===== src/design/csm_pkg.sv =====
// constants, encodings and register layout of the control-source select block
// assumes one 100 MHz clock; every control pin is already synchronous to it
package csm_pkg;

  // ----------------------------------------------------------------
  // serial target address
  // ----------------------------------------------------------------
  localparam logic [3:0] I2C_ADDR_HI = 4'ha;
  localparam logic [3:0] BYTE_BITS = 4'h8;

  // ----------------------------------------------------------------
  // register map (byte address = register index)
  // ----------------------------------------------------------------
  localparam int NPORT = 3;
  localparam int IDX_SW = 1;
  localparam int IDX_RX0 = 2;
  localparam int IDX_TX0 = 5;
  localparam int IDX_LAST = IDX_TX0 + NPORT - 1;
  localparam logic [7:0] ADDR_MODE = 8'h0f;
  localparam logic [7:0] ADDR_STATUS = 8'h10;

  // reset values
  localparam logic [1:0] MODE_RST = 2'h0;
  localparam logic [7:0] SW_RST = 8'h00;
  localparam logic [7:0] RX_RST = 8'h00;
  localparam logic [7:0] TX_RST = 8'h20;

  // writable bits; the rest read as zero
  localparam logic [7:0] SW_WMASK = 8'h77;
  localparam logic [7:0] RX_WMASK = 8'h7f;
  localparam logic [7:0] TX_WMASK = 8'h37;

  // field positions
  localparam int SW_SEL_LSB = 0;
  localparam int SW_DUAL_BIT = 2;
  localparam int SW_LOOP_LSB = 4;
  localparam int RX_BOOST_LSB = 0;
  localparam int RX_SLD_LSB = 4;
  localparam int TX_PE_LSB = 0;
  localparam int TX_LVL_LSB = 4;

  // register boost limit and values used when settings come from pins
  localparam logic [3:0] RX_BOOST_MAX = 4'h9;
  localparam logic [3:0] PIN_BOOST_HI = 4'h5;
  localparam logic [2:0] PIN_PE_HI = 3'h4;
  localparam logic [1:0] LVL_400 = 2'h2;
  localparam logic [2:0] SLD_PIN = 3'h1;

  typedef enum logic [1:0] {
    MODE_PIN = 2'b00,
    MODE_UNDEF = 2'b01,
    MODE_MIX = 2'b10,
    MODE_SER = 2'b11
  } csm_mode_t;

  typedef enum logic [2:0] {
    ST_IDLE = 3'b000,
    ST_RX = 3'b001,
    ST_ACK = 3'b010,
    ST_TX = 3'b011,
    ST_TXACK = 3'b100
  } csm_i2c_st_t;

  typedef enum logic [1:0] {
    PH_ADDR = 2'b00,
    PH_PTR = 2'b01,
    PH_DATA = 2'b10
  } csm_phase_t;

endpackage : csm_pkg


===== src/design/csm_reg_if.sv =====
// register access carrier between the serial target and the register bank
// assumes the bank answers rdata combinationally from addr
`timescale 1ns/1ps
interface csm_reg_if;
  logic wr_stb;
  logic [7:0] addr;
  logic [7:0] wdata;
  logic [7:0] rdata;
  modport master (output wr_stb, output addr, output wdata, input rdata);
  modport bank (input wr_stb, input addr, input wdata, output rdata);
endinterface : csm_reg_if


===== src/design/csm_top.sv =====
// control-source select: register bank and pin/register steering of switch settings
// assumes control pins and serial lines are synchronous to mclk_i; sda is open drain
`timescale 1ns/1ps

// Summary of operation
// - after power-up the mode field holds pin-only encoding until software changes it
// - reset returns every configuration register to its default
// - after reset switch, emphasis and boost follow the control pins
// - mixed mode keeps switch connectivity on lane, loop and dual-copy pins
// - mixed mode lets registers replace pin emphasis and boost settings
// - serial mode drives everything from registers and ignores control pins
// - device is only a serial target; address upper four bits are 1010
// - low three address bits equal the board-driven address select pins
// - mode field is bits 1:0 at 0x0F, reset 0x00, 00 means pins only
// - register control offers ten boost settings, pins only two
// - register control gives four output levels; pins fix 400 mV
// - register control gives eight emphasis settings and programmable loss detection
// - reset input is active low
module csm_top
  import csm_pkg::*;
(
  input wire logic mclk_i,
  input wire logic rst_b_i,
  input wire logic scl_i,
  input wire logic sda_i,
  output logic sda_o,
  output logic sda_oe_o,
  input wire logic [2:0] addr_sel_i,
  input wire logic [1:0] lane_sel_pins_i,
  input wire logic dual_copy_pin_i,
  input wire logic [2:0] port_loop_pins_i,
  input wire logic [2:0] tx_emphasis_pins_i,
  input wire logic [2:0] rx_boost_pins_i,
  output logic [1:0] mode_o,
  output logic [1:0] lane_sel_o,
  output logic dual_copy_o,
  output logic [2:0] port_loop_o,
  output logic [8:0] tx_emphasis_o,
  output logic [11:0] rx_boost_o,
  output logic [5:0] out_level_o,
  output logic [8:0] signal_loss_detect_o
);

  // ----------------------------------------------------------------
  // decode helpers
  // ----------------------------------------------------------------
  function automatic logic sw_from_pins(input logic [1:0] m);
    return m != MODE_SER;
  endfunction : sw_from_pins

  // the undefined encoding falls back to pins, the safe choice
  function automatic logic ana_from_pins(input logic [1:0] m);
    return m == MODE_PIN || m == MODE_UNDEF;
  endfunction : ana_from_pins

  function automatic logic in_bank(input logic [7:0] a);
    return a >= 8'(IDX_SW) && a <= 8'(IDX_LAST);
  endfunction : in_bank

  function automatic logic [7:0] wmask(input logic [7:0] a);
    if (a == 8'(IDX_SW)) begin
      return SW_WMASK;
    end else if (a < 8'(IDX_TX0)) begin
      return RX_WMASK;
    end
    return TX_WMASK;
  endfunction : wmask

  // ten boost settings: codes above the top one saturate
  function automatic logic [3:0] clamp_boost(input logic [3:0] v);
    return (v > RX_BOOST_MAX) ? RX_BOOST_MAX : v;
  endfunction : clamp_boost

  // ----------------------------------------------------------------
  // serial target
  // ----------------------------------------------------------------
  csm_reg_if bus ();
  logic sda_o_r;

  csm_i2c_target u_target (
    .mclk_i(mclk_i),
    .rst_b_i(rst_b_i),
    .scl_i(scl_i),
    .sda_i(sda_i),
    .addr_sel_i(addr_sel_i),
    .sda_oe_o(sda_oe_o),
    .bus(bus.master)
  );

  // open drain: the driven level is always low
  always_ff @(posedge mclk_i or negedge rst_b_i) begin
    if (!rst_b_i) begin
      sda_o_r <= 1'b0;
    end else begin
      sda_o_r <= 1'b0;
    end
  end
  assign sda_o = sda_o_r;

  // ----------------------------------------------------------------
  // register bank
  // ----------------------------------------------------------------
  logic [1:0] mode_r;
  logic [7:0] reg_r [IDX_SW:IDX_LAST];
  logic [7:0] status;
  logic [7:0] rd_val;

  always_ff @(posedge mclk_i or negedge rst_b_i) begin
    if (!rst_b_i) begin
      mode_r <= MODE_RST;
    end else if (bus.wr_stb && bus.addr == ADDR_MODE) begin
      // upper bits are dropped, so they read back as zero
      mode_r <= bus.wdata[1:0];
    end
  end

  always_ff @(posedge mclk_i or negedge rst_b_i) begin
    if (!rst_b_i) begin
      reg_r[IDX_SW] <= SW_RST;
      for (int p = 0; p < NPORT; p++) begin
        reg_r[IDX_RX0 + p] <= RX_RST;
        reg_r[IDX_TX0 + p] <= TX_RST;
      end
    end else if (bus.wr_stb && in_bank(bus.addr)) begin
      reg_r[bus.addr[2:0]] <= bus.wdata & wmask(bus.addr);
    end
  end

  assign status = {6'h00, ~ana_from_pins(mode_r), ~sw_from_pins(mode_r)};

  always_comb begin
    rd_val = 8'h00;
    if (in_bank(bus.addr)) begin
      rd_val = reg_r[bus.addr[2:0]];
    end else if (bus.addr == ADDR_MODE) begin
      rd_val = {6'h00, mode_r};
    end else if (bus.addr == ADDR_STATUS) begin
      rd_val = status;
    end
  end
  assign bus.rdata = rd_val;

  // ----------------------------------------------------------------
  // switch connectivity steering
  // ----------------------------------------------------------------
  logic [1:0] sel_r;
  logic dual_r;
  logic [2:0] loop_r;

  always_ff @(posedge mclk_i or negedge rst_b_i) begin
    if (!rst_b_i) begin
      sel_r <= 2'h0;
      dual_r <= 1'b0;
      loop_r <= 3'h0;
    end else if (sw_from_pins(mode_r)) begin
      sel_r <= lane_sel_pins_i;
      dual_r <= dual_copy_pin_i;
      loop_r <= port_loop_pins_i;
    end else begin
      sel_r <= reg_r[IDX_SW][SW_SEL_LSB +: 2];
      dual_r <= reg_r[IDX_SW][SW_DUAL_BIT];
      loop_r <= reg_r[IDX_SW][SW_LOOP_LSB +: 3];
    end
  end

  // ----------------------------------------------------------------
  // per-port analog settings
  // ----------------------------------------------------------------
  logic [8:0] pe_r;
  logic [11:0] boost_r;
  logic [5:0] lvl_r;
  logic [8:0] sld_r;

  genvar gp;
  generate
    for (gp = 0; gp < NPORT; gp++) begin : g_port
      always_ff @(posedge mclk_i or negedge rst_b_i) begin
        if (!rst_b_i) begin
          pe_r[gp*3 +: 3] <= 3'h0;
          boost_r[gp*4 +: 4] <= 4'h0;
          lvl_r[gp*2 +: 2] <= LVL_400;
          sld_r[gp*3 +: 3] <= SLD_PIN;
        end else if (ana_from_pins(mode_r)) begin
          pe_r[gp*3 +: 3] <= tx_emphasis_pins_i[gp] ? PIN_PE_HI : 3'h0;
          boost_r[gp*4 +: 4] <= rx_boost_pins_i[gp] ? PIN_BOOST_HI : 4'h0;
          lvl_r[gp*2 +: 2] <= LVL_400;
          sld_r[gp*3 +: 3] <= SLD_PIN;
        end else begin
          pe_r[gp*3 +: 3] <= reg_r[IDX_TX0 + gp][TX_PE_LSB +: 3];
          boost_r[gp*4 +: 4] <= clamp_boost(reg_r[IDX_RX0 + gp][RX_BOOST_LSB +: 4]);
          lvl_r[gp*2 +: 2] <= reg_r[IDX_TX0 + gp][TX_LVL_LSB +: 2];
          sld_r[gp*3 +: 3] <= reg_r[IDX_RX0 + gp][RX_SLD_LSB +: 3];
        end
      end
    end
  endgenerate

  assign mode_o = mode_r;
  assign lane_sel_o = sel_r;
  assign dual_copy_o = dual_r;
  assign port_loop_o = loop_r;
  assign tx_emphasis_o = pe_r;
  assign rx_boost_o = boost_r;
  assign out_level_o = lvl_r;
  assign signal_loss_detect_o = sld_r;
endmodule : csm_top


===== src/design/csm_i2c_target.sv =====
// two-wire serial target: address match, pointer byte, auto-increment access
// assumes scl/sda are synchronous and slow against mclk_i (several clocks per phase)
`timescale 1ns/1ps
module csm_i2c_target
  import csm_pkg::*;
(
  input wire logic mclk_i,
  input wire logic rst_b_i,
  input wire logic scl_i,
  input wire logic sda_i,
  input wire logic [2:0] addr_sel_i,
  output logic sda_oe_o,
  csm_reg_if.master bus
);

  // ----------------------------------------------------------------
  // line events
  // ----------------------------------------------------------------
  logic scl_d_r;
  logic sda_d_r;
  csm_i2c_st_t st_r;
  csm_phase_t ph_r;
  logic [3:0] bits_r;
  logic [7:0] rx_r;
  logic [7:0] tx_r;
  logic [7:0] ptr_r;
  logic oe_r;
  logic rw_r;
  logic wr_r;
  logic scl_rise;
  logic scl_fall;
  logic start_ev;
  logic stop_ev;

  function automatic logic addr_hit(input logic [7:0] b, input logic [2:0] sel);
    return b[7:1] == {I2C_ADDR_HI, sel};
  endfunction : addr_hit

  always_ff @(posedge mclk_i or negedge rst_b_i) begin
    if (!rst_b_i) begin
      scl_d_r <= 1'b1;
      sda_d_r <= 1'b1;
    end else begin
      scl_d_r <= scl_i;
      sda_d_r <= sda_i;
    end
  end

  assign scl_rise = scl_i & ~scl_d_r;
  assign scl_fall = ~scl_i & scl_d_r;
  assign start_ev = scl_i & scl_d_r & sda_d_r & ~sda_i;
  assign stop_ev = scl_i & scl_d_r & ~sda_d_r & sda_i;

  // ----------------------------------------------------------------
  // protocol
  // ----------------------------------------------------------------
  // sda is only ever pulled low; a one bit is sent by releasing the line
  always_ff @(posedge mclk_i or negedge rst_b_i) begin
    if (!rst_b_i) begin
      st_r <= ST_IDLE;
      ph_r <= PH_ADDR;
      bits_r <= 4'h0;
      rx_r <= 8'h00;
      tx_r <= 8'h00;
      ptr_r <= 8'h00;
      oe_r <= 1'b0;
      rw_r <= 1'b0;
      wr_r <= 1'b0;
    end else begin
      wr_r <= 1'b0;
      if (wr_r) begin
        ptr_r <= ptr_r + 8'h01;
      end
      if (start_ev) begin
        st_r <= ST_RX;
        ph_r <= PH_ADDR;
        bits_r <= 4'h0;
        oe_r <= 1'b0;
      end else if (stop_ev) begin
        st_r <= ST_IDLE;
        oe_r <= 1'b0;
      end else begin
        unique case (st_r)
          ST_IDLE: begin
          end
          ST_RX: begin
            if (scl_rise) begin
              rx_r <= {rx_r[6:0], sda_i};
              bits_r <= bits_r + 4'h1;
            end else if (scl_fall && bits_r == BYTE_BITS) begin
              bits_r <= 4'h0;
              if (ph_r == PH_ADDR && !addr_hit(rx_r, addr_sel_i)) begin
                st_r <= ST_IDLE;
              end else begin
                st_r <= ST_ACK;
                oe_r <= 1'b1;
                if (ph_r == PH_ADDR) begin
                  rw_r <= rx_r[0];
                end
                if (ph_r == PH_PTR) begin
                  ptr_r <= rx_r;
                end
                if (ph_r == PH_DATA) begin
                  wr_r <= 1'b1;
                end
              end
            end
          end
          ST_ACK: begin
            if (scl_fall) begin
              if (ph_r == PH_ADDR && rw_r) begin
                st_r <= ST_TX;
                tx_r <= bus.rdata;
                oe_r <= ~bus.rdata[7];
                ph_r <= PH_DATA;
              end else begin
                st_r <= ST_RX;
                oe_r <= 1'b0;
                ph_r <= (ph_r == PH_ADDR) ? PH_PTR : PH_DATA;
              end
            end
          end
          ST_TX: begin
            if (scl_rise) begin
              bits_r <= bits_r + 4'h1;
            end else if (scl_fall) begin
              if (bits_r == BYTE_BITS) begin
                bits_r <= 4'h0;
                oe_r <= 1'b0;
                st_r <= ST_TXACK;
                ptr_r <= ptr_r + 8'h01;
              end else begin
                tx_r <= {tx_r[6:0], 1'b0};
                oe_r <= ~tx_r[6];
              end
            end
          end
          ST_TXACK: begin
            if (scl_rise && sda_i) begin
              st_r <= ST_IDLE;
            end else if (scl_fall) begin
              st_r <= ST_TX;
              tx_r <= bus.rdata;
              oe_r <= ~bus.rdata[7];
            end
          end
          default: begin
            st_r <= ST_IDLE;
          end
        endcase
      end
    end
  end

  assign sda_oe_o = oe_r;
  assign bus.wr_stb = wr_r;
  assign bus.addr = ptr_r;
  assign bus.wdata = rx_r;
endmodule : csm_i2c_target


===== config.mk =====
export PLATFORM = sky130hd
export DESIGN_NAME = csm_top
export DESIGN_NICKNAME = d
export VERILOG_FILES = /design/src/design/csm_pkg.sv /design/src/design/csm_reg_if.sv /design/src/design/csm_top.sv /design/src/design/csm_i2c_target.sv
export SDC_FILE = /design/constraint.sdc
export NUM_CORES = 1
export LEC_CHECK = 0
export ABC_CLOCK_PERIOD_IN_PS = 2800
export BUFFER_PORTS_ARGS = -buffer_cell sky130_fd_sc_hd__clkbuf_2
export CAP_MARGIN = 10
export CORE_MARGIN = 3
export CORE_UTILIZATION = 30
export CTS_CLUSTER_DIAMETER = 120
export DETAILED_ROUTE_END_ITERATION = 7
export GPL_TIMING_DRIVEN = 0
export HOLD_SLACK_MARGIN = 0.15
export PLACE_DENSITY_LB_ADDON = 0.1
export RECOVER_POWER = 25
export SLEW_MARGIN = 20
export SYNTH_ARGS = -nofsm -noshare
export SYNTH_HDL_FRONTEND = slang
export SYNTH_SLANG_ARGS = --single-unit

===== constraint.sdc =====
create_clock -name mclk_i -period 2.8 [get_ports mclk_i]
set_clock_uncertainty 0.2 [all_clocks]
set_input_delay 0.14 -clock mclk_i [delete_from_list [all_inputs] [get_ports mclk_i]]
set_output_delay 0.14 -clock mclk_i [all_outputs]
set_load 0.02 [all_outputs]

### Word-level counts from Yosys, hierarchy flattened

Index checks and enable logic that the tools add are counted.

| storage, ports and cells | value |
|---|---|
| register bits | 137 |
| logic and storage cells | 231 |
| output and inout port bits | 46 |
| input port bits | 19 |

| operators by class | value |
|---|---|
| magnitude comparators | 8 |
| add/subtract/negate cells | 2 |
| eq/ne operators | 35 |
| reductions and logical operators | 25 |
| multiplexer cells | 106 |
| bitwise gates (word level) | 21 |

Operators with widths:

| operator | number |
|---|---|
| $mux 8 | 18 |
| $mux 3 | 23 |
| $bwmux 56 | 1 |
| $mux 4 | 13 |
| $mux 7 | 7 |
| $ne 4x1->1 const B | 8 |
| $mux 2 | 14 |
| $bmux 8 s3 | 1 |
| $demux 8 s3 | 1 |
| $mux 1 | 23 |
| $pmux 7 s3 | 1 |
| $pmux 8 s2 | 1 |
| $pmux 3 s5 | 1 |
| $gt 4x4->1 const B | 3 |
| $not 1->1 | 12 |
| $ne 2x1->1 const B | 5 |
| $reduce_and 10->1 | 1 |
| $reduce_and 9->1 | 1 |
| $add 8x1->8 const B | 1 |
| $and 8x8->8 | 1 |
| $eq 8x1->1 const B | 1 |
| $eq 8x4->1 const B | 1 |
| $eq 8x5->1 const B | 1 |
| $ge 8x1->1 const B | 1 |
| other kinds (34) | 57 |

### Logic depth before layout (Yosys ltp)

Gate-level depths: netlist (run 1).

| logic depth | value |
|---|---|
| depth after elaboration | 12 |
| depth in mapped cells | 9 |

### Hierarchy

A second synthesis (run 1) with hierarchy kept.

| second synthesis, totals | value |
|---|---|
| cell total of the unflattened synthesis | 537 |
| area total of the unflattened synthesis | 6354.8 sq um |

By module, submodules not included:

| module | cells an instance | times used | area an instance (sq um) |
|---|---|---|---|
| csm_top | 284 | 1 | 3912.5 |
| csm_i2c_target | 253 | 1 | 2442.3 |

### Least setup slack after synthesis (run 1)

No wires, ideal clock.

| path | value |
|---|---|
| path kind | register -> register |
| start | register u_target.ptr_r[0], in the netlist u_target.bus.addr[0] |
| end | register reg_r[32] in the netlist's numbering |
| path slack | 0.352 ns |
| stages on the path, launching flop included | 8 |
| data required time | 2.475 ns |
| arrival time | 2.124 ns |
| period minus slack after synthesis | 2.448 ns |
| setup time | 0.125 ns |
| cell sequence | dfrtp_1 -> clkbuf_1 -> clkbuf_1 -> inv_1 -> ha_1 -> a211oi_4 -> nand3_2 -> mux2_2 |

| between the ends | value |
|---|---|
| word-level cells in the longest chain between the ends | 8 |
| elaborated cells on any way between the ends | 20 |
| classes of those cells | order compare (5); eq/ne (1); mux (9); bitwise (2); reduce/logical (3) |

RTL lines:

| what | line | source |
|---|---|---|
| from (decl) | csm_i2c_target.sv:26 | `logic [7:0] ptr_r;` |
| from (signal assigned) | csm_i2c_target.sv:72 | `ptr_r <= ptr_r + 8'h01;` |
| from (signal assigned) | csm_i2c_target.sv:101 | `ptr_r <= rx_r;` |
| from (signal assigned) | csm_i2c_target.sv:131 | `ptr_r <= ptr_r + 8'h01;` |
| $lt 8x3->1 | csm_top.sv:63 | `end else if (a < 8'(IDX_TX0)) begin` |
| $mux 1 | csm_top.sv:63 |  |
| $mux 1 | csm_top.sv:61 | `if (a == 8'(IDX_SW)) begin` |
| $mux 1 | csm_top.sv:124 | `end else if (bus.wr_stb && in_bank(bus.addr)) begin` |
| $mux 8 | csm_top.sv:66 | `return TX_WMASK;` |
| $mux 8 | csm_top.sv:124 |  |
| $and 8x8->8 | csm_top.sv:125 | `reg_r[bus.addr[2:0]] <= bus.wdata & wmask(bus.addr);` |
| $bwmux 56 | csm_top.sv:125 |  |
| to (signal, indexed assignment) | csm_top.sv:125 |  |
| to (decl) | csm_top.sv:104 | `logic [7:0] reg_r [IDX_SW:IDX_LAST];` |

Parallel ways exist; a longest one is shown, timed or not. The select of a mux whose other input is x is not followed.
A chain may end at the register's enable or synchronous reset.

### Worst setup path after layout (run 1)

| path | value |
|---|---|
| start | register u_target.ptr_r[0], in the netlist u_target.bus.addr[0] |
| end | register u_target.tx_r[3] |

| between the ends | value |
|---|---|
| word-level cells in the longest chain between the ends | 8 |
| elaborated cells on any way between the ends | 13 |
| classes of those cells | order compare (2); mux (9); bitwise (1); reduce/logical (1) |

RTL lines:

| what | line | source |
|---|---|---|
| branches (longest 4 deep; another with $ge 8x1->1) | - |  |
| $mux 8 (*) | csm_top.sv:133 | `if (in_bank(bus.addr)) begin` |
| $mux 7 (on tied branches) | csm_i2c_target.sv:141, csm_i2c_target.sv:111 |  |
| $mux 7 (on tied branches) | csm_i2c_target.sv:139, csm_i2c_target.sv:110 |  |
| $pmux 7 s3 (*) | csm_i2c_target.sv:83 | `unique case (st_r)` |
| to (signal assigned) | csm_i2c_target.sv:113 | `tx_r <= bus.rdata;` |
| to (signal assigned) | csm_i2c_target.sv:133 | `tx_r <= {tx_r[6:0], 1'b0};` |
| to (signal assigned) | csm_i2c_target.sv:143 | `tx_r <= bus.rdata;` |
| to (decl) | csm_i2c_target.sv:25 | `logic [7:0] tx_r;` |

Every way passes the cells marked *. The select of a mux whose other input is x is not followed.

==> results of run 1 <==
layout make-up:
cell class	instances	area, um2
Fill cell	2036	12700
Sequential cell	130	3270
Multi-Input combinational cell	408	2940
Timing Repair Buffer	84	509
Clock buffer	20	457
Tap cell	270	338
Clock inverter	12	178
Buffer	37	156
Inverter	17	65.1
per-layer routing:
layer / up-vias / share of wire [%] / track usage, %
met3: 16 / 4.2 / 3.24
met2: 134 / 46 / 25.1
li1: 2318 / - / -
met5: - / 0 / 0
met4: 0 / 1.5 / 5.18
met1: 2473 / 48 / 22.8
logic make-up after synthesis:
group / Yosys count
AO/OA/AOI/OAI: 122
XOR/XNOR: 16
adder cells (fa/ha/maj): 8
buffers and inverters: 55
flip-flops: 130
multiplexers: 75
other: 1
AND/OR/NAND/NOR: 186
metrics by stage:
step           instance area (um2)  power, mW  TNS (ps)  hold slack (ps)  worst slack [ps]
2_1_floorplan                 6400       3.05         0             -356               352
3_3_place_gp                  7060       3.49    -93900             40.0              -744
3_5_place_dp                  7090       3.52     -5690            -56.3              -290
4_1_cts                       7980       5.98         0              153              72.3
5_1_grt                       7910       6.23         0              168              9.13
6_report                      7910       5.93         0              166               136
flip-flops by register name, indices dropped and copies added (netlist names), 3 cells and up:
name and flops:
u_target.bus.wdata 8, u_target.bits_r 4, port_loop_o 3, rx_boost_o 12, tx_emphasis_o 9, u_target.tx_r 7, signal_loss_detect_o 9, reg_r 49
u_target.bus.addr 8, out_level_o 6, u_target.st_r 3
cell usage after synthesis, types with 8 or more instances:
cell type and instances:
dfrtp_1 119, mux2_2 64, nand2_1 48, o21ai_0 39, nor2_1 31, clkbuf_1 25
and2_1 24, a21oi_1 23, inv_1 16, nand2b_1 12, dfstp_2 11, nand4_1 10
nor3_1 9, xor2_1 9, and3_1 8, buf_2 8, ha_1 8, mux2i_1 8
nand3_1 8
worst max-delay path: cells and delay by family, from the launching register on:
family | cells | cell delay (ps)
buf+inv | 4 | 830
compound gates | 3 | 670
simple gates | 1 | 230
fa+ha+maj | 1 | 290
flops | 1 | 380
repair_timing:
item / 4_1_cts / 5_1_grt
endpoints found under the hold margin: 137 / 0
hold buffers: 19 / 0
setup buffers: 1 / 0
endpoints found under the setup margin: 27 / 10
pin swaps: 1 / 0
gates resized for setup: 6 / 3
where the power goes:
| part | leakage, nW | switching [mW] | internal (mW) |
|---|---|---|---|
| clock | 0.299 | 0.866 | 1.54 |
| combinational | 1.38 | 0.858 | 0.459 |
| sequential | 1.70 | 0.152 | 2.05 |
worst min-delay path by stage:
| stage | end | slack (ps) | cells after the start |
|---|---|---|---|
| floorplan | dual_copy_o$_DFF_PN0_ | -360 | 0 |
| global placement | u_target.sda_d_r$_DFF_PN1_ | 40 | 1 |
| detailed placement | rx_boost_o[2]$_DFF_PN0_ | -60 | 1 |
| CTS | u_target.sda_d_r$_DFF_PN1_ | 150 | 2 |
| global route | u_target.sda_d_r$_DFF_PN1_ | 170 | 2 |
| finish | u_target.sda_d_r$_DFF_PN1_ | 170 | 2 |
==> metrics.md, run 1 <==
| Metric | Value |
|---|---|
| Worst setup path startpoint | u_target.bus.addr[0]$_DFF_PN0_ |
| Syn_nets | 620 |
| Post-route insts no fill | just under 1000 |
| Synth Area in XOR/XNOR | under 10% |
| Mux cell area share after synthesis | a little over an eighth |
| Initial Util | a little over 30% |
| Row count | 52 |
| Synth Area in Simple Gates | 15.7% |
| R2r endpoint | u_target.tx_r[3]$_DFFE_PN0P_ |
| Status | finished clean |
| Startpoint of the worst hold path | sda_i |
| Final hold violations | 0 |
| Sequential area share after synthesis | 51.0% |
| Antenna diodes | 0 |
| Chip height | around 150 um |
| Crit path time final | approximately 2700 ps |
| Via count | just under 5000 |
| Relative slew slack | 5.98% |
| Compound-Gate Fraction of Synth Area | about 12% |
| Congestion Overflow GR | 0 |
| Post-synth EDFFs | 0 |
| Worst Path Max Fanout | 10 |
| Largest family of logic cells by synthesized area | simple AND/OR/NAND/NOR gates |
| Crit path largest cell delay | approximately 380 ps |
| TritonCTS clock tree | yes |
| Clock slew at reported path FFs | 60 ps |
| Root Buffer | clkbuf_16 |
| Startpoint types | register |
| Share of the synthesized area in the top cell type | 46.5% |
| Global Route Usage Sum | ~16% |
| Setup CP Type | register to register |
| Commonest non-fill, non-tap cell in the layout | dfrtp_1 |
| I/O pin cnt | 65 |
| Commonest non-fill, non-tap cells in the layout | dfrtp_1 (119), mux2_2 (64), clkbuf_1 (62), nand2_1 (48), o21ai_0 (39) |
| P&R area growth vs syn | 23.6% |
| Placed Cells | a little over 900 |
| Post-Route Utilization | about two fifths |
| Yosys top cell by area | dfrtp_1 |
| Synthesized area per cell | about 11 um2 |
| Worst Setup End Kind | register |
| Lkg Pwr | between 3 and 4 nW |
| CP arrival | between 2000 and 3000 ps |
| GP Congestion | 0.844 |
| H-tree levels | 4 |
| PD cells | about 750 nW/um2 |
| Die Wd | roughly 150 um |
| Post-DP HPWL | 13.1 mm |
| Post-Syn Area | 6400 um2 |
| Type of the tightest min-delay check | input port to register |
| Slew @ Worst Pin | approximately 1400 ps |
| Syn Inst Count | 593 |
| Netlist cell types | 67 |
| # nets final | 722 |
| Slew Viols, Final | 0 |
| Final setup vio count | 0 |
| CP endpoint | u_target.tx_r[3]$_DFFE_PN0P_ |
| CTS sink count | 130 |
| Post-route DRC | 0 |
| Initial antenna violation count | 0 |
| CORE AREA | between 20000 and 25000 um2 |
| Top_reg_cell synth | dfrtp_1 |
| Die area | roughly 23000 um2 |
| Skew-Pair Late Insertion Delay | around 420 ps |
| Worst path slowest cell | dfrtp_1 |
| Port bufs | 63 |
| Router iterations before antenna repair | 6 |
| Max-cap violations | 0 |
| CTS buffer count | 17 |
| Tcrit/Tclk final | between 90% and 100% |
| FF-to-FF path depth | 9 |
| Largest net degree at the start of global routing | between 70 and 80 |
| First-pass GRT wire length | 29.4 mm |
| Critical R2R Launch | u_target.bus.addr[0]$_DFF_PN0_ |
| CTS max path bufs | 2 |
| Synthesis Warnings | 0 |
| Max frequency | 375 MHz |
| #FFs+latches synth | 130 |
| RSZ-0062 raised after global routing | false |
| Top cells by area, synth | dfrtp_1 (47%), mux2_2 (11%), dfstp_2 (4.5%), o21ai_0 (3.0%), nand2_1 (2.8%) |
| Maximum vdd drop | roughly 0.00042 V |
| Share of post-route cells with drive strength above 1 | a little under a quarter |
| Adder-Cell Fraction of Synth Area | roughly 1.6% |
| Drt initial violations | approximately 420 |
| Drt total wl | roughly 18 mm |
| Internal reg-to-reg setup slack | approximately 140 ps |
| Worst EP required | between 2000 and 3000 ps |
| Via/cell ratio | a little over 5 |
| Vias in the first global route | 4958 |
| Wire per inst | ~19 um |
| CP Cell Sequence | clkbuf_2, buf_2, inv_1, ha_1, a211oi_4, buf_12, and2_1, o211ai_1, a31oi_1 |
| Post-route ant nets | 0 |
| Async S/R FF share, synth | between 90% and 100% |
Power figures use the tool's default switching activity.
==> run 2: changes to the inputs <==
--- a/config.mk
+++ b/config.mk
@@ -9,7 +9,7 @@
 export BUFFER_PORTS_ARGS = -buffer_cell sky130_fd_sc_hd__clkbuf_2
 export CAP_MARGIN = 10
 export CORE_MARGIN = 3
-export CORE_UTILIZATION = 30
+export CORE_UTILIZATION = 35
 export CTS_CLUSTER_DIAMETER = 120
 export DETAILED_ROUTE_END_ITERATION = 7
 export GPL_TIMING_DRIVEN = 0
==> run 2 against run 1 <==
Largest cell class unchanged. Combinational power about the same. Register-to-register slack better by 30 ps. Die area down 14%. Setup slack better by 25 ps. Non-clock buffer count unchanged. Sequential power about the same.
==> metrics.md, run 2 (synthesis gave the netlist of run 1 again) <==
| Metric | Value |
|---|---|
| Status | finished clean |
| CORE AREA | 17600 um2 (-15%) |
| Lkg Pwr | 3.47 nW (+2.7%) |
| I/O pin cnt | 65 (unchanged) |
| Maximum vdd drop | 0.000432 V (+2.6%) |
| Post-Route Utilization | 44.5% (+6.1 points) |
| TritonCTS clock tree | yes |
| Die area | 20000 um2 (-14%) |
| Psw | 1.84 mW (-2.1%) |
| Setup CP Type | register to register |
| Startpoint types | register |
| GP Congestion | 0.899 (+6.5%) |
| Slew Viols, Final | 0 (unchanged) |
| Fillers | 1694 (-17%) |
| Final setup TNS | 0 ps (unchanged) |
| Initial Util | 36.4% (+5.3 points) |
| First-pass GRT wire length | 28.8 mm (-2.2%) |
| CTS buffer count | 17 (unchanged) |
| Final hold violations | 0 (unchanged) |
| R2r endpoint | reg_r[34]$_DFFE_PN0P_ |
| Final setup vio count | 0 (unchanged) |
| Congestion Overflow GR | 0 (unchanged) |
| Router iterations before antenna repair | 6 (unchanged) |
| CP arrival | 2740 ps (-60 ps) |
| Post-DP HPWL | 12.6 mm (-3.5%) |
| Root Buffer | clkbuf_16 |
| Global Route Usage Sum | 18.7% (+2.5 points) |
| Post-route ant nets | 0 (unchanged) |
| CTS sink count | 130 (unchanged) |
| RSZ-0062 raised after global routing | true |
| Critical R2R Launch | u_target.bus.addr[0]$_DFF_PN0_ |
| Port bufs | 63 (unchanged) |
| Switch share | 32.0% (+0.34 points) |
| Post-route DRC | 0 (unchanged) |
| # nets final | 722 (unchanged) |
| Max frequency | 379 MHz (+0.96%) |
| Wire per inst | 19.2 um (+1.6%) |
| Largest net degree at the start of global routing | 67 (-12%) |
| H-tree levels | 4 (unchanged) |
| Commonest non-fill, non-tap cells in the layout | dfrtp_1 (119), mux2_2 (64), clkbuf_2 (61), nand2_1 (48), o21ai_0 (39) |
| Crit path time final | 2640 ps (-25.3 ps) |
| CTS max path bufs | 2 (unchanged) |
| Startpoint of the worst hold path | sda_i |
| FF-to-FF path depth | 8 (-1) |
| Post-route insts no fill | 932 (-4.7%) |
| Hold Crit Depth | 2 (unchanged) |
| Top reg by flops | reg_r |
| Via/cell ratio | 5.35 (+5.9%) |
| Skew-Pair Late Insertion Delay | 410 ps (about the same) |
| Row count | 48 (-7.7%) |
| Placed Cells | 882 (-4.9%) |
| Logic pwr share | 22.6% (+0.4 points) |
| PD cells | 734 nW/um2 (-2.1%) |
| Hold Path Sink | u_target.sda_d_r$_DFF_PN1_ |
| Max-cap violations | 0 (unchanged) |
| Share of post-route cells with drive strength above 1 | 28.3% (+5.3 points) |
| Drt initial violations | 359 (-15%) |
| Seq pwr share | 38.3% (+1.1 points) |
| Commonest non-fill, non-tap cell in the layout | dfrtp_1 |
| Relative slew slack | 26.1% (+20 points) |
| Slew @ Worst Pin | 1110 ps (-301 ps) |
| Via count | 4985 (+0.89%) |
| Cell internal pwr | 3.90 mW (-3.6%) |
| Worst Path Max Fanout | 10 (unchanged) |
| Antenna diodes | 0 (unchanged) |
| Total power | 5.74 mW (-3.1%) |
| Worst EP required | 2900 ps (-30 ps) |
| Initial antenna violation count | 0 (unchanged) |
| Type of the tightest min-delay check | input port to register |
| Die Wd | 141 um (-7.1%) |
| Chip height | 141 um (-7.1%) |
| Clock slew at reported path FFs | 60 ps (about the same) |
| P&R area growth vs syn | 22.3% |
| Internal reg-to-reg setup slack | 160 ps (+30 ps) |
| Worst Setup End Kind | register |
| Vias in the first global route | 4947 (-0.22%) |
| Clock Power Share | 39.1% (-1.5 points) |
| Largest register FFs | 49 (unchanged) |
| Drt total wl | 17.9 mm (-3.2%) |
| Tcrit/Tclk final | 94.2% (-0.90 points) |
## run 2: cell types whose count changed in the layout (fill, tap and decap cells not counted), moves of 2 or more
| cell | previous run | this run |
|---|---|---|
| buf_4 | 2 | 4 |
| clkbuf_1 | 62 | 25 |
| clkbuf_2 | 26 | 61 |
| clkbuf_4 | 0 | 2 |
| clkbuf_8 | 3 | 0 |
| clkinv_2 | 3 | 5 |
## run 2: timing repair
item,CTS,global route
setup endpoints to repair,28,36
buffers inserted,1,1
endpoints found under the hold margin,148,0
resized for setup,5,6
gates cloned,0,0
pin swaps,1,2
hold buffers,18,0
## run 2: power groups by stage
| stage | Sequential, mW | Combinational [mW] | Clock (mW) |
|---|---|---|---|
| 3_5_place_dp | 2.23 | 1.27 | 0 |
| 4_1_cts | 2.20 | 1.30 | 2.28 |
| 2_1_floorplan | 2.20 | 0.850 | 0 |
| 6_report | 2.20 | 1.30 | 2.25 |
| 5_1_grt | 2.22 | 1.44 | 2.35 |
| 3_3_place_gp | 2.23 | 1.25 | 0 |
## run 2: routing by layer
metal	track usage (%)	part of all wire [%]	wire [um]
met1	26.4	46	8290
met2	29.3	46	8320
met3	3.07	4.9	877
met4	6.43	2.3	418
met5	0	0	0
## run 2: critical path: stages, from the launching register on
cell      delay (ps)
dfrtp_1          370
buf_2            240
clkbuf_4         250
inv_1            130
ha_1             290
a211oi_4         360
buf_4            190
nand3_4          160
mux2_2           330
## run 2: area by class of cell
class / count / area, um2 / share of cell area (%)
Inverter: 17 / 65.1 / 0.831
Clock inverter: 14 / 165 / 2.11
Timing Repair Buffer: 84 / 533 / 6.81
Buffer: 37 / 159 / 2.03
Clock buffer: 17 / 425 / 5.43
Multi-Input combinational cell: 408 / 2930 / 37.5
Sequential cell: 130 / 3270 / 41.7
Tap cell: 225 / 282 / 3.60
## run 2: worst max path at each step
| stage | cells past startpoint | from | to |
|---|---|---|---|
| detailed placement | 7 | u_target.bus.addr[0]$_DFF_PN0_ | reg_r[34]$_DFFE_PN0P_ |
| global route | 7 | u_target.bus.addr[0]$_DFF_PN0_ | reg_r[52]$_DFFE_PN0P_ |
| global placement | 1 | rst_b_i | u_target.bits_r[3]$_DFFE_PN0P_ |
| CTS | 8 | u_target.bus.addr[0]$_DFF_PN0_ | u_target.tx_r[3]$_DFFE_PN0P_ |
| floorplan | 7 | u_target.bus.addr[0]$_DFF_PN0_ | reg_r[32]$_DFFE_PN0P_ |
| finish | 8 | u_target.bus.addr[0]$_DFF_PN0_ | reg_r[34]$_DFFE_PN0P_ |
## run 2: through the flow
stage / cell area, um2 / worst slack, ps / hold slack [ps]
after floorplan: 6400 / 352 / -356
after global placement: 7000 / -701 / 39.7
after detailed placement: 7040 / -343 / -23.6
after CTS: 7850 / 23.8 / 158
after global routing: 7830 / -11.7 / 159
final: 7830 / 162 / 166
==> run 3: changes to the inputs <==
--- a/config.mk
+++ b/config.mk
@@ -6,7 +6,7 @@
 export NUM_CORES = 1
 export LEC_CHECK = 0
 export ABC_CLOCK_PERIOD_IN_PS = 2800
-export BUFFER_PORTS_ARGS = -buffer_cell sky130_fd_sc_hd__clkbuf_2
+export BUFFER_PORTS_ARGS = -buffer_cell sky130_fd_sc_hd__buf_2
 export CAP_MARGIN = 10
 export CORE_MARGIN = 3
 export CORE_UTILIZATION = 35
@@ -14,7 +14,6 @@
 export DETAILED_ROUTE_END_ITERATION = 7
 export GPL_TIMING_DRIVEN = 0
 export HOLD_SLACK_MARGIN = 0.15
-export PLACE_DENSITY_LB_ADDON = 0.1
 export RECOVER_POWER = 25
 export SLEW_MARGIN = 20
 export SYNTH_ARGS = -nofsm -noshare
==> run 3 against run 2 <==
Critical path depth shrank 1. Register-to-register slack lost 20 ps. Largest cell class unchanged. Die area is the same. Power grew 2.2%. Sequential cell count is the same. Clock-buffer cell count grew 3. Clock power grew 6%. Cell count grew 0.11%. Final area grew 0.46%.
==> metrics.md, run 3 (synthesis gave the netlist of run 1 again) <==
| Metric | Value |
|---|---|
| CTS max path bufs | 2 (unchanged) |
| Internal reg-to-reg setup slack | 140 ps (-20 ps) |
| I/O pin cnt | 65 (unchanged) |
| Row count | 48 (unchanged) |
| Crit path time final | 2660 ps (+17.3 ps) |
| Clock Power Share | 40.5% (+1.4 points) |
| Initial antenna violation count | 0 (unchanged) |
| Via count | 4984 (-0.020%) |
| Chip height | 141 um (unchanged) |
| Top reg by flops | reg_r |
| Largest net degree at the start of global routing | 83 (+24%) |
| Seq pwr share | 37.6% (-0.7 points) |
| Final setup vio count | 0 (unchanged) |
| Congestion Overflow GR | 0 (unchanged) |
| Lkg Pwr | 3.39 nW (-2.4%) |
| Share of post-route cells with drive strength above 1 | 22.9% (-5.4 points) |
| First-pass GRT wire length | 27.5 mm (-4.6%) |
| FF-to-FF path depth | 7 (-1) |
| TritonCTS clock tree | yes |
| Post-route DRC | 0 (unchanged) |
| Max-cap violations | 0 (unchanged) |
| Type of the tightest min-delay check | input port to register |
| P&R area growth vs syn | 22.8% |
| Via/cell ratio | 5.34 (-0.13%) |
| Tcrit/Tclk final | 94.9% (+0.62 points) |
| Worst Path Max Fanout | 10 (unchanged) |
| Logic pwr share | 21.9% (-0.7 points) |
| Post-route ant nets | 0 (unchanged) |
| R2r endpoint | u_target.st_r[0]$_DFFE_PN0P_ |
| Slew @ Worst Pin | 855 ps (-254 ps) |
| CP arrival | 2770 ps (+30 ps) |
| Worst EP required | 2910 ps (about the same) |
| Maximum vdd drop | 0.000439 V (+1.8%) |
| Die Wd | 141 um (unchanged) |
| H-tree levels | 4 (unchanged) |
| Slew Viols, Final | 0 (unchanged) |
| Worst Setup End Kind | register |
| Hold Crit Depth | 2 (unchanged) |
| Hold Path Sink | u_target.sda_d_r$_DFF_PN1_ |
| Final hold violations | 0 (unchanged) |
| Die area | 20000 um2 (unchanged) |
| Wire per inst | 18.1 um (-5.7%) |
| CTS sink count | 130 (unchanged) |
| CORE AREA | 17600 um2 (unchanged) |
| Startpoint types | register |
| Post-route cell area | 7860 um2 (+0.46%) |
| Root Buffer | clkbuf_16 |
| Antenna diodes | 0 (unchanged) |
| Setup WS pre-CTS | -274 ps (+68.9 ps) |
| Startpoint of the worst hold path | sda_i |
| Skew-Pair Late Insertion Delay | 430 ps (+20 ps) |
| Cell internal pwr | 4.05 mW (+3.8%) |
| Setup CP Type | register to register |
| Commonest non-fill, non-tap cells in the layout | dfrtp_1 (119), mux2_2 (64), clkbuf_1 (62), nand2_1 (48), o21ai_0 (39) |
| PD cells | 746 nW/um2 (+1.7%) |
| Post-Route Utilization | 44.7% (+0.21 points) |
| Global Route Usage Sum | 17.7% (-0.97 points) |
| Max frequency | 377 MHz (-0.65%) |
| Critical R2R Launch | u_target.scl_d_r$_DFF_PN1_ |
| Placed cell areas | 7040 um2 (about the same) |
| GP Congestion | 0.877 (-2.5%) |
| Status | finished clean |
| Largest register FFs | 49 (unchanged) |
| RSZ-0062 raised after global routing | false |
| Post-DP HPWL | 12.0 mm (-5.3%) |
| CTS buffer count | 17 (unchanged) |
| Relative slew slack | 43.0% (+17 points) |
| Final WS setup | 144 ps (-17.3 ps) |
| Drt initial violations | 351 (-2.2%) |
| Port bufs | 63 (unchanged) |
| Clock slew at reported path FFs | 60 ps (about the same) |
| Initial Util | 36.4% (unchanged) |
| Drt total wl | 16.9 mm (-5.6%) |
| # nets final | 722 (unchanged) |
| Worst path slowest cell | a311oi_1 |
| Router iterations before antenna repair | 5 (-1) |
| Crit path largest cell delay | 650 ps (+280 ps) |
| Psw | 1.81 mW (-1.2%) |
| Switch share | 30.9% (-1.1 points) |
| CP Cell Sequence | ha_1, buf_2, inv_1, a21o_1, a311oi_1, a21oi_1, a311o_1 |
| Commonest non-fill, non-tap cell in the layout | dfrtp_1 |
| Vias in the first global route | 4953 (+0.12%) |
-- run 3: changes by cell type in the layout (fill, tap and decap cells not counted), sizes merged --
cell and change:
inv +1, bufinv +1, buf +24, clkbuf -22, clkinvlp -4, dlygate4sd3 +1
-- run 3: stage by stage --
stage	std cells	TNS, ps	power [mW]	hold slack (ps)
floorplan	593	0	3.05	-356
global placement	881	-33050	3.43	58.9
detailed placement	882	-5030	3.48	-131
CTS	934	0	5.89	165
global route	933	0	6.14	175
finish	933	0	5.87	163
-- run 3: power by group through the flow --
stage,clock [mW],combinational [mW],sequential [mW]
after floorplan,0,0.850,2.20
after global placement,0,1.21,2.22
after detailed placement,0,1.24,2.23
after CTS,2.41,1.28,2.20
after global routing,2.50,1.41,2.23
final,2.38,1.29,2.20
-- run 3: worst max path at each step --
stage / endpoint / from / depth (start not counted) / slack (ps)
after global routing: reg_r[16]$_DFFE_PN0P_ / u_target.bus.addr[2]$_DFF_PN0_ / 4 / 8
after global placement: u_target.bits_r[1]$_DFFE_PN0P_ / rst_b_i / 1 / -260
after detailed placement: reg_r[32]$_DFFE_PN0P_ / u_target.bus.addr[0]$_DFF_PN0_ / 7 / -270
after CTS: u_target.tx_r[3]$_DFFE_PN0P_ / u_target.bus.addr[1]$_DFF_PN0_ / 9 / 30
after floorplan: reg_r[32]$_DFFE_PN0P_ / u_target.bus.addr[0]$_DFF_PN0_ / 7 / 350
final: u_target.st_r[0]$_DFFE_PN0P_ / u_target.scl_d_r$_DFF_PN1_ / 7 / 140
-- run 3: cell type report --
class                   instances  area, um2
well taps                     225        282
fillers                      1637       9730
flip-flops and latches        130       3270
plain buffers                  37        159
clock buffers                  20        457
multi-input cells             408       2940
inverters                      17       67.6
repair buffers                 84        515
clock inverters                12        179
-- run 3: layer usage --
| layer | up-vias | share of wire (%) | GRT usage (%) |
|---|---|---|---|
| met4 | 0 | 2.0 | 6.37 |
| met1 | 2477 | 46 | 23.9 |
| li1 | 2325 | - | - |
| met2 | 155 | 47 | 28.2 |
| met5 | - | 0 | 0 |
| met3 | 27 | 5.5 | 3.94 |
-- run 3: critical path: cells and delay by family, from the launching register on --
| kind | cells | cell delay, ps |
|---|---|---|
| adder cells (fa/ha/maj) | 1 | 130 |
| flip-flops | 1 | 540 |
| AO/OA/AOI/OAI | 4 | 1360 |
| buffers and inverters | 2 | 310 |
-- run 3: what timing repair did --
item | 4_1_cts | 5_1_grt
setup buffers | 1 | 0
endpoints found under the hold margin | 146 | 0
setup endpoints to repair | 27 | 23
gates resized for setup | 5 | 5
pin swaps | 1 | 0
hold buffers | 19 | 0
